$ cat src/fsbp_pkg.sv
package fsbp_pkg;
    localparam int STAT_W = 8;
    localparam int BUSY_POS = 0;
    localparam int WEL_POS = 1;
    localparam int LVL_LO_POS = 2;
    localparam int LVL_HI_POS = 4;
    localparam int LOCK_POS = 7;
    localparam logic [2:0] LVL_RESET = 3'h7;
    localparam logic LOCK_RESET = 1'h0;
    localparam logic WEL_RESET = 1'h0;
    localparam int ADDR_W = 24;
    // block index is address bits 21..16
    localparam int BLK_LO = 16;
    localparam int BLK_HI = 21;
    localparam logic [2:0] LVL_NONE = 3'h0;
    localparam logic [2:0] LVL_ALL = 3'h7;
    // operation codes of the request port
    typedef enum logic [1:0] {
        FSBP_OP_PAGE = 2'h0,
        FSBP_OP_SECTOR = 2'h1,
        FSBP_OP_BLOCK = 2'h2,
        FSBP_OP_CHIP = 2'h3
    } fsbp_op_e;
    typedef enum logic [1:0] {
        FSBP_IDLE,
        FSBP_BUSY
    } fsbp_state_e;
endpackage

$ cat src/fsbp_status.sv
`timescale 1ns/1ps
module fsbp_status
    import fsbp_pkg::*;
(
    input wire logic I_CLOCK,
    input wire logic I_RST,
    input wire logic I_WP_N,
    input wire logic i_write_enable_cmd,
    input wire logic i_write_disable_cmd,
    input wire logic i_status_write_cmd,
    input wire logic [STAT_W-1:0] i_status_wdata,
    input wire logic i_op_req,
    input wire logic [1:0] i_op_code,
    input wire logic [ADDR_W-1:0] i_op_addr,
    input wire logic i_op_done,
    output logic o_op_start,
    output logic o_op_refused,
    output logic [STAT_W-1:0] o_status
);
    logic wp1_r;
    logic wp2_r;
    logic wel_r;
    logic wel_nxt;
    logic [2:0] lvl_r;
    logic [2:0] lvl_nxt;
    logic lock_r;
    logic lock_nxt;
    fsbp_state_e state_r;
    fsbp_state_e state_nxt;
    logic start_r;
    logic refused_r;

    // pin is asynchronous; only the second stage feeds logic
    always_ff @(posedge I_CLOCK or posedge I_RST) begin
        if (I_RST) begin
            wp1_r <= 1'h0;
            wp2_r <= 1'h0;
        end else begin
            wp1_r <= I_WP_N;
            wp2_r <= wp1_r;
        end
    end

    // state and operation decode
    logic is_idle;
    logic is_busy;
    logic is_page;
    logic is_sector;
    logic is_block;
    logic is_chip;
    logic is_ranged;
    assign is_idle = (state_r == FSBP_IDLE);
    assign is_busy = (state_r == FSBP_BUSY);
    assign is_page = (i_op_code == FSBP_OP_PAGE);
    assign is_sector = (i_op_code == FSBP_OP_SECTOR);
    assign is_block = (i_op_code == FSBP_OP_BLOCK);
    assign is_chip = (i_op_code == FSBP_OP_CHIP);
    // page program and sector or block erase aim at one block
    assign is_ranged = is_page || is_sector || is_block;

    // block index and lower bound of protected blocks
    logic [5:0] blk;
    logic [5:0] bound;
    assign blk = i_op_addr[BLK_HI:BLK_LO];
    always_comb begin
        case (lvl_r)
            3'h1: bound = 6'h3F;
            3'h2: bound = 6'h3E;
            3'h3: bound = 6'h3C;
            3'h4: bound = 6'h38;
            3'h5: bound = 6'h30;
            3'h6: bound = 6'h20;
            default: bound = 6'h00;
        endcase
    end

    // protection verdicts
    logic in_range;
    logic ranged_bad;
    logic chip_bad;
    logic op_ok;
    assign in_range = (lvl_r != LVL_NONE) && (blk >= bound);
    assign ranged_bad = is_ranged && in_range;
    assign chip_bad = is_chip && (lvl_r != LVL_NONE);
    assign op_ok = wel_r && !ranged_bad && !chip_bad;

    // command acceptance; while busy only the done pulse counts
    logic op_take;
    logic op_bad;
    logic sw_allowed;
    logic sw_take;
    logic sw_commit;
    logic dis_take;
    logic en_take;
    logic done_take;
    assign op_take = i_op_req && is_idle && op_ok;
    assign op_bad = i_op_req && is_idle && !op_ok;
    assign sw_allowed = wp2_r || !lock_r;
    // status write needs the latch and yields to a taken request
    assign sw_take = i_status_write_cmd && is_idle && wel_r && !op_take;
    assign sw_commit = sw_take && sw_allowed;
    assign dis_take = i_write_disable_cmd && is_idle && !op_take && !sw_take;
    assign en_take = i_write_enable_cmd && is_idle && !op_take && !sw_take && !i_write_disable_cmd;
    assign done_take = is_busy && i_op_done;

    // writable fields of the incoming status byte
    logic [2:0] lvl_wr;
    logic lock_wr;
    assign lvl_wr = i_status_wdata[LVL_HI_POS:LVL_LO_POS];
    assign lock_wr = i_status_wdata[LOCK_POS];

    // latch drops even when a locked status write changes nothing
    assign wel_nxt = (done_take || dis_take || sw_take) ? 1'h0 : (en_take ? 1'h1 : wel_r);
    // level and lock-down move only through a permitted status write
    assign lvl_nxt = sw_commit ? lvl_wr : lvl_r;
    assign lock_nxt = sw_commit ? lock_wr : lock_r;

    // idle until a request is taken, busy until the array reports done
    always_comb begin
        state_nxt = state_r;
        case (state_r)
            FSBP_IDLE: begin
                if (op_take) begin
                    state_nxt = FSBP_BUSY;
                end
            end
            FSBP_BUSY: begin
                if (i_op_done) begin
                    state_nxt = FSBP_IDLE;
                end
            end
            default: begin
                state_nxt = FSBP_IDLE;
            end
        endcase
    end

    // every status bit returns to its power-up value on reset
    always_ff @(posedge I_CLOCK or posedge I_RST) begin
        if (I_RST) begin
            state_r <= FSBP_IDLE;
        end else begin
            state_r <= state_nxt;
        end
    end

    always_ff @(posedge I_CLOCK or posedge I_RST) begin
        if (I_RST) begin
            wel_r <= WEL_RESET;
        end else begin
            wel_r <= wel_nxt;
        end
    end

    always_ff @(posedge I_CLOCK or posedge I_RST) begin
        if (I_RST) begin
            lvl_r <= LVL_RESET;
        end else begin
            lvl_r <= lvl_nxt;
        end
    end

    always_ff @(posedge I_CLOCK or posedge I_RST) begin
        if (I_RST) begin
            lock_r <= LOCK_RESET;
        end else begin
            lock_r <= lock_nxt;
        end
    end

    // one-cycle answers to a request
    always_ff @(posedge I_CLOCK or posedge I_RST) begin
        if (I_RST) begin
            start_r <= 1'h0;
        end else begin
            start_r <= op_take;
        end
    end

    always_ff @(posedge I_CLOCK or posedge I_RST) begin
        if (I_RST) begin
            refused_r <= 1'h0;
        end else begin
            refused_r <= op_bad;
        end
    end

    // status byte built bit by bit from the field positions
    logic [STAT_W-1:0] stat_bits;
    genvar b;
    generate
        for (b = 0; b < STAT_W; b = b + 1) begin : g_stat
            if (b == BUSY_POS) begin : g_busy
                assign stat_bits[b] = is_busy;
            end else if (b == WEL_POS) begin : g_wel
                assign stat_bits[b] = wel_r;
            end else if (b >= LVL_LO_POS && b <= LVL_HI_POS) begin : g_lvl
                assign stat_bits[b] = lvl_r[b - LVL_LO_POS];
            end else if (b == LOCK_POS) begin : g_lock
                assign stat_bits[b] = lock_r;
            end else begin : g_rsvd
                assign stat_bits[b] = 1'h0;
            end
        end
    endgenerate

    assign o_op_start = start_r;
    assign o_op_refused = refused_r;
    assign o_status = stat_bits;
endmodule

$ cat config.mk
export PLATFORM = sky130hd
export DESIGN_NAME = fsbp_status
export DESIGN_NICKNAME = d
export VERILOG_FILES = /design/src/fsbp_pkg.sv /design/src/fsbp_status.sv
export SDC_FILE = /design/constraint.sdc
export NUM_CORES = 1
export LEC_CHECK = 0
export BUFFER_PORTS_ARGS = -buffer_cell sky130_fd_sc_hd__buf_2
export CORE_MARGIN = 5
export CORE_UTILIZATION = 36
export CTS_CLUSTER_DIAMETER = 200
export DETAILED_ROUTE_END_ITERATION = 16
export PLACE_DENSITY = 0.82
export SLEW_MARGIN = 20
export SYNTH_ARGS = -nofsm -noshare
export SYNTH_HDL_FRONTEND = slang
export SYNTH_SLANG_ARGS = --single-unit
$ cat constraint.sdc
create_clock -name I_CLOCK -period 2 [get_ports I_CLOCK]
set_input_delay 0.2 -clock I_CLOCK [delete_from_list [all_inputs] [get_ports I_CLOCK]]
set_output_delay 0.2 -clock I_CLOCK [all_outputs]
set_load 0.1 [all_outputs]
Word level (Yosys, flattened, before mapping). Index checks and enable logic that the tools add are counted.

Word-level logic and storage cells: 64. Register bits: 11. Memories kept: 0. Input port bits: 42. Bits in latches: 0. Bits in read-only memories: 0. Memory bits (writable): 0.

Bitwise logic cells: 0. Muxes and demuxes: 6. Add/subtract/negate cells: 0. Magnitude comparators: 1. Shifts and indexed selects: 0. Reductions and logical operators: 37. Divide/modulo/power cells: 0. Multiply operators: 0. Equal/unequal tests: 12.

Operators by type and width (number): one-hot mux 6 bit (6 select lines) (1); logical AND 1 bit (20); == test 3 bit (second input constant) (3); zero test 1 bit (7); == test 3 x 2 -> 1 bit (second input constant) (2); >= comparator 6 bit (1); logical OR 1 bit (5); == test 2 x 1 -> 1 bit (second input constant) (2); == test 2 bit (second input constant) (2); zero test 2 bit (2); 2-to-1 mux 2 bit (2); one-hot mux 2 bit (2 select lines) (1); == test 3 x 1 -> 1 bit (second input constant) (1); nonzero test 3 bit (1); 2-to-1 mux 1 bit (2); != test 2 x 1 -> 1 bit (second input constant) (1); != test 2 bit (second input constant) (1); AND reduction 2 bit (1); nonzero test 2 bit (1).

Depth between registers and ports, before layout. Gate-level depths: netlist of the first run.

Depth after elaboration: 16. Depth in mapped cells: 9. Depth with buffers taken out: 8.

Worst setup path before layout of the first run. No wires, ideal clock.

Path type: reg2reg. Start point: register lvl_r[1]. End point: register lock_r. Data arrival time: 2.417 ns. Period minus slack after synthesis: 2.543 ns. Setup slack: -0.543 ns. Stages on the path, launching flop included: 10. Path buffers: 1. Library setup time: 0.126 ns. Data required time: 1.874 ns. Cell sequence: dfstp_2 buf_4 or3_4 nand2_1 ha_1 a221oi_2 o21ai_1 a21oi_4 nor2_1 a311o_1.

Longest elaborated chain between the ends: 12. Elaborated cells on any way between the ends: 20. Those cells by class: 1 x order compare; 6 x eq/ne; 1 x mux; 12 x reduce/logical.

Ends and longest elaborated chain: from (decl) (line fsbp_status.sv:24) `logic [2:0] lvl_r;`; from (signal assigned) (line fsbp_status.sv:159) `lvl_r <= lvl_nxt;`; == test 3 bit (tied with other cells) (line fsbp_status.sv:66) `case (lvl_r)`; one-hot mux 6 bit (6 select lines) (line fsbp_status.sv:66); >= comparator 6 bit (line fsbp_status.sv:82) `assign in_range = (lvl_r != LVL_NONE) && (blk >= bound);`; logical AND 1 bit (line fsbp_status.sv:82); logical AND 1 bit (line fsbp_status.sv:83) `assign ranged_bad = is_ranged && in_range;`; zero test 1 bit (line fsbp_status.sv:85) `assign op_ok = wel_r && !ranged_bad && !chip_bad;`; logical AND 1 bit (line fsbp_status.sv:85); logical AND 1 bit (*) (line fsbp_status.sv:85); logical AND 1 bit (*) (line fsbp_status.sv:96) `assign op_take = i_op_req && is_idle && op_ok;`; zero test 1 bit (*) (line fsbp_status.sv:100) `assign sw_take = i_status_write_cmd && is_idle && wel_r && !op_take;`; logical AND 1 bit (*) (line fsbp_status.sv:100); logical AND 1 bit (*) (line fsbp_status.sv:101) `assign sw_commit = sw_take && sw_allowed;`; to (signal assigned) (line fsbp_status.sv:167) `lock_r <= lock_nxt;`; to (decl) (line fsbp_status.sv:26) `logic lock_r;`.

Every way passes the cells marked *; elsewhere a longest branch is shown, timed or not. A chain may end at the register's enable or synchronous reset.

Worst setup path in the final report of the first run.
Start point: register lvl_r[2]. End point: register lock_r.

The elaborated chain is that of the path after synthesis.

==> results of run 1 <==
## final cells by class
| cell class | instances | area [µm²] |
|---|---|---|
| Multi-Input combinational cell | 53 | 462 |
| Clock inverter | 1 | 3.75 |
| Clock buffer | 3 | 22.5 |
| Sequential cell | 10 | 265 |
| Fill cell | 185 | 948 |
| Timing Repair Buffer | 40 | 235 |
| Tap cell | 27 | 33.8 |
| Inverter | 3 | 11.3 |
## flip-flops by register name, summed over array words and instances (netlist names)
name and count:
lvl_r 3, o_op_refused 1, lock_r 1, wp2_r 1, wel_r 1, o_op_start 1, state_r 1, wp1_r 1
## repair_timing
item | in CTS | in global routing
pin swaps | 2 | 1
buffers inserted | 1 | 2
hold endpoints to repair | 7 | 0
resized for setup | 2 | 6
endpoints found under the setup margin | 8 | 8
cloned | 0 | 0
hold buffers | 1 | 0
## logic make-up after synthesis
family          Yosys count  synth area share
other cells               1           0.00500
buf+inv                  12             0.110
xor+xnor                  1            0.0117
simple gates             24             0.200
mux                       1            0.0133
fa+ha+maj                 6             0.100
compound gates           19             0.222
flops                    10             0.338
## stage by stage
| step | util | TNS [ps] | setup slack, ps |
|---|---|---|---|
| final | 0.521 | -1340 | -211 |
| after global routing | 0.521 | -1990 | -282 |
| after CTS | 0.503 | -1480 | -226 |
| after detailed placement | 0.477 | -1400 | -212 |
| after global placement | 0.477 | -1050 | -187 |
| after floorplan | - | -2340 | -371 |
## where the power goes
part	internal, W	switching (W)
clock	0.0000718	0.0000642
combinational	0.000530	0.00103
sequential	0.000317	0.0000938
## worst register-to-register path: cells and delay by family (launching register included)
kind            cells  cell delay (ps)
compound gates      4              870
fa+ha+maj           1              190
flops               1              470
simple gates        3              570
## metal layers
layer | vias up | share of wire | global-route usage
li1 | 332 | - | -
met3 | 0 | 0.083 | 0.0325
met5 | - | 0 | 0
met1 | 298 | 0.39 | 0.127
met4 | 0 | 0 | 0.0417
met2 | 22 | 0.53 | 0.225
## layout by cell type (no fill, tap or decap), types with 2 or more instances in the layout
cell type	count
a21oi_1	2
a221oi_2	2
a32o_1	3
buf_2	27
buf_4	12
clkbuf_4	3
conb_1	2
dfrtp_1	7
dfstp_4	3
ha_1	5
inv_1	3
nand2_1	5
nand2b_1	2
nand3_2	2
nor2_1	3
o21ai_1	2
o21ai_2	2
## worst max-delay path by stage
stage / start / to / slack, ps
6_report: lvl_r[2] / lock_r / -210
5_1_grt: lvl_r[2] / wel_r / -280
4_1_cts: lvl_r[2] / wel_r / -230
2_1_floorplan: lvl_r[2] / lock_r / -370
3_3_place_gp: lvl_r[2] / lock_r / -190
3_5_place_dp: lvl_r[2] / lock_r / -210
==> metrics.txt, run 1 <==
via count 652; routability cong. 0.710; Seq cells post-synth 10; CTS sink cnt 10; YS warnings 0; Core Rows 16; maximum vdd drop 973 µV; worst min-delay path startpoint I_WP_N; Root Driver clkbuf_4; clock tree from TritonCTS built; CP bufs+invs 0; cell taking the most area after synthesis dfrtp_1; Yosys cell types 35; Reg-to-Reg End lock_r; I/O Buffers 27; Detailed Place HPWL 1370 µm; CP cell instances or3_4 -> nand2_4 -> ha_4 -> a221oi_2 -> o21ai_2 -> a21oi_4 -> nor2_1 -> a311o_1; post-DR wirelength/cell 12.2 µm; Req. time, crit path 2140 ps; Period minus WS final 2210 ps; H-tree depth 1; initial antenna violation count 0; hold_ws 48.0 ps; Synth async-reset ratio 1.00; DRT iter0 DRCs 0; RSZ-0062 raised after global routing true; CP Capture Type flop; clk_lat worst skew 260 ps; Vias/cell 4.76; Worst R2R Setup Slack -210 ps; Pleak 0.494 nW; FMAX 452 MHz; DRC viols 0; Setup CP Type flop to flop; Avg Cell Area, Syn 10.1 µm²; nets 159; Worst Setup Slack, final -211 ps; dominant cell by count in the synthesized netlist buf_4; critical path depth 8; hold path cells 1; vias in the first global route 710; Final Routed Wirelength 1670 µm; status finished, violations left; Slowest-stage cell, CP dfstp_4; Starting Density 0.379; layout cell share with drive strength beyond 1 0.564; DRT Pass-1 Iters 1; power per cell area 2040 mW/mm²; Worst Hold End wp1_r; ant diodes 0; number of I/O pins 52; biggest cell delay along the critical path 470 ps; die height 55.7 µm; CORE AREA 0.00198 mm²; Worst EP arrival 2350 ps; Hold Path Class input port to flop; Die ar. 0.00310 mm²; sequential share of the synthesized area 0.338; reg-to-reg startpoint lvl_r[2]; Final Cycle Share 1.11; Synth Instances 74; dpl cell area 946 µm²; maxcap violations 0; R2R depth 8; area delta synth->final 37.7%; pin count of the biggest net entering global routing 11; post-synth top area share 0.233; Detail Route Antenna Nets 0; Tot Pwr 0.00211 W; clk_skew 3.46 ps; total gr overflow 0; number of cells in the design after placement 129; clk buf depth 2; final setup fails 8; commonest cells in the netlist 8 x buf_4, 7 x dfrtp_1, 6 x ha_1, 6 x nand2_1, 4 x nor2_1; violated checks negative setup slack; CP Launch Type flop; GRT Overall Usage 0.120; CTS buffer count 3; Die X 55.7 µm; Final Slew Violations 0; Finished Layout Cells 137; Synth area leaders dfrtp_1 23%, dfstp_2 11%, ha_1 10%, buf_4 8.0%, a32o_1 4.0%; first-pass GRT wire length 3070 µm; CP Max Fanout 6; Final Hold Viols 0; Crit path max-delay family compound AO/OA/AOI/OAI gates; Synth Flop Type dfrtp_1; EDFF count, synth 0; Clock transition at path regs 60 ps; post-route cell area 0.00103 mm²; Syn Std Cell Area 751 µm²
Note: power is estimated with default switching activity, not from simulation.
==> run 2, diff against run 1 <==
--- a/config.mk
+++ b/config.mk
@@ -5,12 +5,13 @@
 export SDC_FILE = /design/constraint.sdc
 export NUM_CORES = 1
 export LEC_CHECK = 0
+export ABC_AREA = 1
 export BUFFER_PORTS_ARGS = -buffer_cell sky130_fd_sc_hd__buf_2
 export CORE_MARGIN = 5
-export CORE_UTILIZATION = 36
+export CORE_UTILIZATION = 34
 export CTS_CLUSTER_DIAMETER = 200
 export DETAILED_ROUTE_END_ITERATION = 16
-export PLACE_DENSITY = 0.82
+export PLACE_DENSITY = 0.81
 export SLEW_MARGIN = 20
 export SYNTH_ARGS = -nofsm -noshare
 export SYNTH_HDL_FRONTEND = slang
==> metrics.txt, run 2 <==
H-tree depth 1 (unchanged); Core Rows 16 (unchanged); setup_tns 0 ps (+1340 ps); Finished Layout Cells 141 (+2.9%); initial antenna violation count 0 (unchanged); EDFF count, synth 0 (unchanged); Register Area 265 µm² (unchanged); routability cong. 0.760 (+7.0%); Setup CP Type flop to flop; YS warnings 0 (unchanged); Top reg by flops lvl_r; dpl cell area 827 µm² (-13%); Vias/cell 4.35 (-8.5%); Detail Route Antenna Nets 0 (unchanged); Final Hold Viols 0 (unchanged); met2 WL 663 µm (-25%); CORE AREA 0.00192 mm² (-3.0%); clk buf depth 2 (unchanged); Synth Instances 84 (+14%); Root Driver clkbuf_4; layout cell share with drive strength beyond 1 0.412 (-0.151); Synth async-reset ratio 1.00 (unchanged); Pleak 0.496 nW (+0.39%); area delta synth->final 36.6%; pin count of the biggest net entering global routing 11 (unchanged); Detailed Place HPWL 1160 µm (-16%); sw power 0.000979 W (-18%); DRT Pass-1 Iters 4 (+3); number of cells in the design after placement 134 (+3.9%); Synth area leaders dfrtp_1 26%, nand2_1 13%, dfstp_2 12%, ha_1 11%, inv_1 7.3%; Fillers 208 (+12%); CTS sink cnt 10 (unchanged); clock tree from TritonCTS built; combinational power share 0.654 (-0.087); post-DR wirelength/cell 9.94 µm (-18%); post-synth top area share 0.261 (+0.0279); Synth Flop Type dfrtp_1; Yosys cell types 19 (-46%); cell taking the most area after synthesis dfrtp_1; sequential share of the synthesized area 0.379 (+0.0404); die height 54.4 µm (-2.3%); Die X 54.4 µm (-2.3%); CP Max Fanout 8 (+2); FMAX 515 MHz (+14%); total gr overflow 0 (unchanged); biggest cell delay along the critical path 650 ps (+180 ps); maxcap violations 0 (unchanged); number of I/O pins 52 (unchanged); final setup fails 0 (-8); CP cell instances nor2_4 -> nor2_4 -> a21oi_2 -> ha_1 -> nand2_1 -> nand3b_1 -> nor2_1 -> nand2_1 -> nand2_2 -> nand3_4 -> nand2_4 -> nand2_1 -> nand2_1; most common cell after layout, fill and taps aside buf_2; Clock transition at path regs 70 ps (about the same); Reg power frac 0.238 (+0.043); hold_ws 35.6 ps (-12.3 ps); Starting Density 0.349 (-0.0298); clock network power share 0.108 (+0.043); CP bufs+invs 0 (unchanged); fin util 0.477 (-0.0449); DR top layer met4; DRC viols 0 (unchanged); CP Launch Type flop; Syn Std Cell Area 671 µm² (-11%); internal power 0.000699 W (-24%); Seq cells post-synth 10 (unchanged); Req. time, crit path 2210 ps (+70 ps); wire length on met1 561 µm (-14%); Avg Cell Area, Syn 7.98 µm² (-21%); clk_skew 5.13 ps (+1.67 ps); Multi-input gate area 372 µm² (-20%); post-route cell area 916 µm² (-11%); RSZ-0062 raised after global routing true; Worst EP arrival 2150 ps (-200 ps); most frequent cells in the layout 27 x buf_2, 23 x nand2_1, 12 x inv_1; vias in the first global route 550 (-23%); Crit path max-delay family simple AND/OR/NAND/NOR gates; ant diodes 0 (unchanged); I/O Buffers 27 (unchanged); sw frac 0.583 (+0.0187); Final Routed Wirelength 1400 µm (-16%); Final Cycle Share 0.970 (-0.135); met3 routed WL 155 µm (+12%); Slowest-stage cell, CP dfstp_4; commonest cells in the netlist 24 x nand2_1, 13 x inv_1, 7 x dfrtp_1; DRT iter0 DRCs 5 (+5); number of flip-flops in the largest register 3 (unchanged); dominant cell by count in the synthesized netlist nand2_1; via count 614 (-5.8%); maximum vdd drop 787 µV (-19%); nets 163 (+2.5%); CP Capture Type flop; first-pass GRT wire length 2150 µm (-30%); power per cell area 1830 mW/mm² (-10%); clk_lat worst skew 270 ps (about the same); Period minus WS final 1940 ps (-270 ps); status complete, no violations; CTS buffer count 3 (unchanged); Final Slew Violations 0 (unchanged); Die ar. 0.00296 mm² (-4.5%); GRT Overall Usage 0.101 (-0.0189); cell mode on critical path nand2_1; Hold Path Class input port to flop
## run 2: cell types whose count changed in the layout (fill, tap and decap cells not counted), sizes merged, moves of 2 or more
cell,before,now
a21boi,0,2
a221oi,2,0
a32o,3,1
buf,39,29
inv,3,13
nand2,7,26
nand2b,2,0
nand3,3,6
nor3,2,0
o211ai,2,0
## run 2: final cells by class
cell class,count,area share
repair buffers,30,0.175
well taps,27,0.0369
flip-flops and latches,10,0.290
inverters,13,0.0533
clock buffers,4,0.0396
multi-input cells,57,0.406
## run 2: power by group through the flow
| stage | Combinational [W] | Clock, W | Sequential, W |
|---|---|---|---|
| 4_1_cts | 0.00103 | 0.000188 | 0.000395 |
| 3_3_place_gp | 0.00100 | 0 | 0.000394 |
| 2_1_floorplan | 0.000612 | 0 | 0.000686 |
| 6_report | 0.00110 | 0.000182 | 0.000399 |
| 5_1_grt | 0.00119 | 0.000198 | 0.000412 |
| 3_5_place_dp | 0.00103 | 0 | 0.000398 |
## run 2: path summary, 6_finish.rpt
kind                          start         end  slack (ps)  cells after the start
setup / recovery           lvl_r[0]      lock_r          60                     13
hold / removal               I_WP_N       wp1_r          40                      1
setup reg to reg           lvl_r[0]      lock_r          60                     13
hold reg to reg               wp1_r       wp2_r         350                      0
min in group asynchronous     I_RST  state_r[0]         440                      3
max in group asynchronous     I_RST    lvl_r[1]        1250                      3
## run 2: cells by family (layout without fill, tap and decap cells)
logic type,count (synthesis),count (layout),share of synthesized area
AO/OA/AOI/OAI,10,10,0.106
adder cells (fa/ha/maj),6,6,0.112
buffers and inverters,18,47,0.129
flip-flops,10,10,0.379
other,1,2,0.00559
AND/OR/NAND/NOR,39,39,0.269
## run 2: per-stage QoR
| stage | total power, W | setup slack, ps |
|---|---|---|
| 2_1_floorplan | 0.00130 | -37.9 |
| 3_5_place_dp | 0.00142 | 34.9 |
| 5_1_grt | 0.00181 | -93.3 |
| 4_1_cts | 0.00161 | 14.6 |
| 3_3_place_gp | 0.00140 | 62.5 |
| 6_report | 0.00168 | 59.4 |
## run 2: repair_timing
| action | in CTS | in global routing |
|---|---|---|
| gates resized for setup | 0 | 6 |
| hold endpoints to repair | 7 | 0 |
| setup buffers | 0 | 2 |
| hold buffers | 1 | 0 |
| endpoints found under the setup margin | 0 | 7 |
## run 2: metal layers
metal | vias up | GRT usage
met5 | - | 0
met4 | 0 | 0.0622
met3 | 3 | 0.0272
met2 | 27 | 0.167
met1 | 265 | 0.114
li1 | 319 | -
==> run 3, diff against run 2 <==
--- a/config.mk
+++ b/config.mk
@@ -8,10 +8,10 @@
 export ABC_AREA = 1
 export BUFFER_PORTS_ARGS = -buffer_cell sky130_fd_sc_hd__buf_2
 export CORE_MARGIN = 5
-export CORE_UTILIZATION = 34
+export CORE_UTILIZATION = 30
 export CTS_CLUSTER_DIAMETER = 200
 export DETAILED_ROUTE_END_ITERATION = 16
-export PLACE_DENSITY = 0.81
+export PLACE_DENSITY = 0.74
 export SLEW_MARGIN = 20
 export SYNTH_ARGS = -nofsm -noshare
 export SYNTH_HDL_FRONTEND = slang
==> metrics.txt, run 3 (synthesized netlist as in run 2, its figures left out) <==
status complete, no violations; CORE AREA 0.00217 mm² (+13%); Tot Pwr 0.00167 W (-0.37%); Req. time, crit path 2160 ps (-50 ps); Detail Route Antenna Nets 0 (unchanged); worst min-delay path startpoint I_WP_N; FMAX 521 MHz (+1.0%); Clock transition at path regs 60 ps (about the same); vias in the first global route 610 (+11%); Pleak 0.495 nW (-0.14%); Root Driver clkbuf_4; number of I/O pins 52 (unchanged); pin count of the biggest net entering global routing 11 (unchanged); maximum vdd drop 673 µV (-14%); RSZ-0062 raised after global routing true; Final Cycle Share 0.961 (-0.00972); combinational power share 0.660 (+0.006); nets 162 (-0.61%); sw frac 0.581 (-0.00234); Final Slew Violations 0 (unchanged); clock tree from TritonCTS built; DRT iter0 DRCs 8 (+3); CP Max Fanout 8 (unchanged); DRT Pass-1 Iters 4 (unchanged); area delta synth->final 35.6%; most common cell after layout, fill and taps aside buf_2; sw power 0.000971 W (-0.77%); hold_ws 40.6 ps (+4.98 ps); fin util 0.419 (-0.0573); initial antenna violation count 0 (unchanged); Setup crit start lvl_r[0]; clk buf depth 2 (unchanged); first-pass GRT wire length 2360 µm (+10%); Finished Layout Cells 141 (unchanged); ant diodes 0 (unchanged); post-route cell area 910 µm² (-0.68%); Setup CP Type flop to flop; Hold Path Class input port to flop; power per cell area 1840 mW/mm² (+0.31%); reg-to-reg startpoint lvl_r[0]; CP Capture Type flop; Worst EP arrival 2080 ps (-70 ps); dpl cell area 828 µm² (+0.15%); I/O Buffers 27 (unchanged); die height 57.3 µm (+5.3%); Detailed Place HPWL 1180 µm (+1.2%); routability cong. 0.731 (-3.8%); number of cells in the design after placement 135 (+0.75%); layout cell share with drive strength beyond 1 0.389 (-0.0229); Final Routed Wirelength 1380 µm (-1.7%); clock network power share 0.107 (about the same); Die ar. 0.00328 mm² (+11%); total gr overflow 0 (unchanged); Reg power frac 0.232 (-0.006); number of flip-flops in the largest register 3 (unchanged); post-DR wirelength/cell 9.77 µm (-1.7%); Core Rows 17 (+1); clk_skew 2.31 ps (-2.82 ps); Period minus WS final 1920 ps (-19.4 ps); Die X 57.3 µm (+5.3%); CP Launch Type flop; internal power 0.000701 W (+0.18%); via count 621 (+1.1%); DRC viols 0 (unchanged); maxcap violations 0 (unchanged); Top reg by flops lvl_r; H-tree depth 1 (unchanged); final setup fails 0 (unchanged); Vias/cell 4.40 (+1.1%); clk_lat worst skew 260 ps (about the same); GRT Overall Usage 0.0897 (-0.0113); Starting Density 0.309 (-0.0398); Final Hold Viols 0 (unchanged); CTS sink cnt 10 (unchanged); most frequent cells in the layout 27 x buf_2, 23 x nand2_1, 13 x inv_1; CTS buffer count 3 (unchanged)
==> run 3: per-layer routing <==
| metal | GRT usage | part of all wire | vias up | routed length (µm) |
|---|---|---|---|---|
| li1 | - | - | 315 | - |
| met1 | 0.104 | 0.42 | 282 | 573 |
| met2 | 0.152 | 0.48 | 22 | 668 |
| met3 | 0.0271 | 0.087 | 2 | 120 |
| met4 | 0.0397 | 0.012 | 0 | 17 |
| met5 | 0 | 0 | - | 0 |
==> run 3: worst max-delay path, stage by stage (launching register included) <==
cell and delay, ps:
dfstp_4 650, nor2_4 60, nor2_4 120, a21oi_2 40, ha_1 290, nand2_1 90, nor2_1 100, nand2_1 60
nand2_1 70, nand2_2 70, nand3_4 110, nand2_4 70, nand2_1 60, nand2_1 50
==> run 3: area by class of cell <==
cell class | count | area [µm²]
Fill cell | 252 | 1260
Multi-Input combinational cell | 57 | 359
Timing Repair Buffer | 29 | 165
Inverter | 13 | 48.8
Clock buffer | 4 | 36.3
Tap cell | 28 | 35.0
Sequential cell | 10 | 265
==> run 3: worst paths after layout <==
| kind | to | depth (start not counted) | slack, ps |
|---|---|---|---|
| max in group asynchronous | lvl_r[0] | 3 | 1240 |
| max reg2reg | lock_r | 13 | 80 |
| min | wp1_r | 1 | 40 |
| max | lock_r | 13 | 80 |
| min reg2reg | wp2_r | 0 | 350 |
| min in group asynchronous | wel_r | 3 | 440 |
==> run 3: power groups by stage <==
stage	clock network, W	logic [W]	registers [W]
after detailed placement	0	0.00103	0.000403
after global routing	0.000195	0.00121	0.000404
after global placement	0	0.00100	0.000397
after floorplan	0	0.000612	0.000686
after CTS	0.000185	0.00103	0.000400
final	0.000179	0.00110	0.000389
==> run 3: timing repair <==
item                                    in CTS  in global routing
buffers inserted                             0                  1
hold buffers                                 1                  0
endpoints found under the hold margin        7                  0
gates resized for setup                      0                  5
endpoints found under the setup margin       0                  7
==> run 3: metrics by stage <==
stage                     worst slack [ps]  setup TNS (ps)
after floorplan                      -37.9            -142
after global placement                67.7               0
after detailed placement              22.2               0
after CTS                             17.6               0
after global routing                 -91.8            -348
final                                 78.8               0
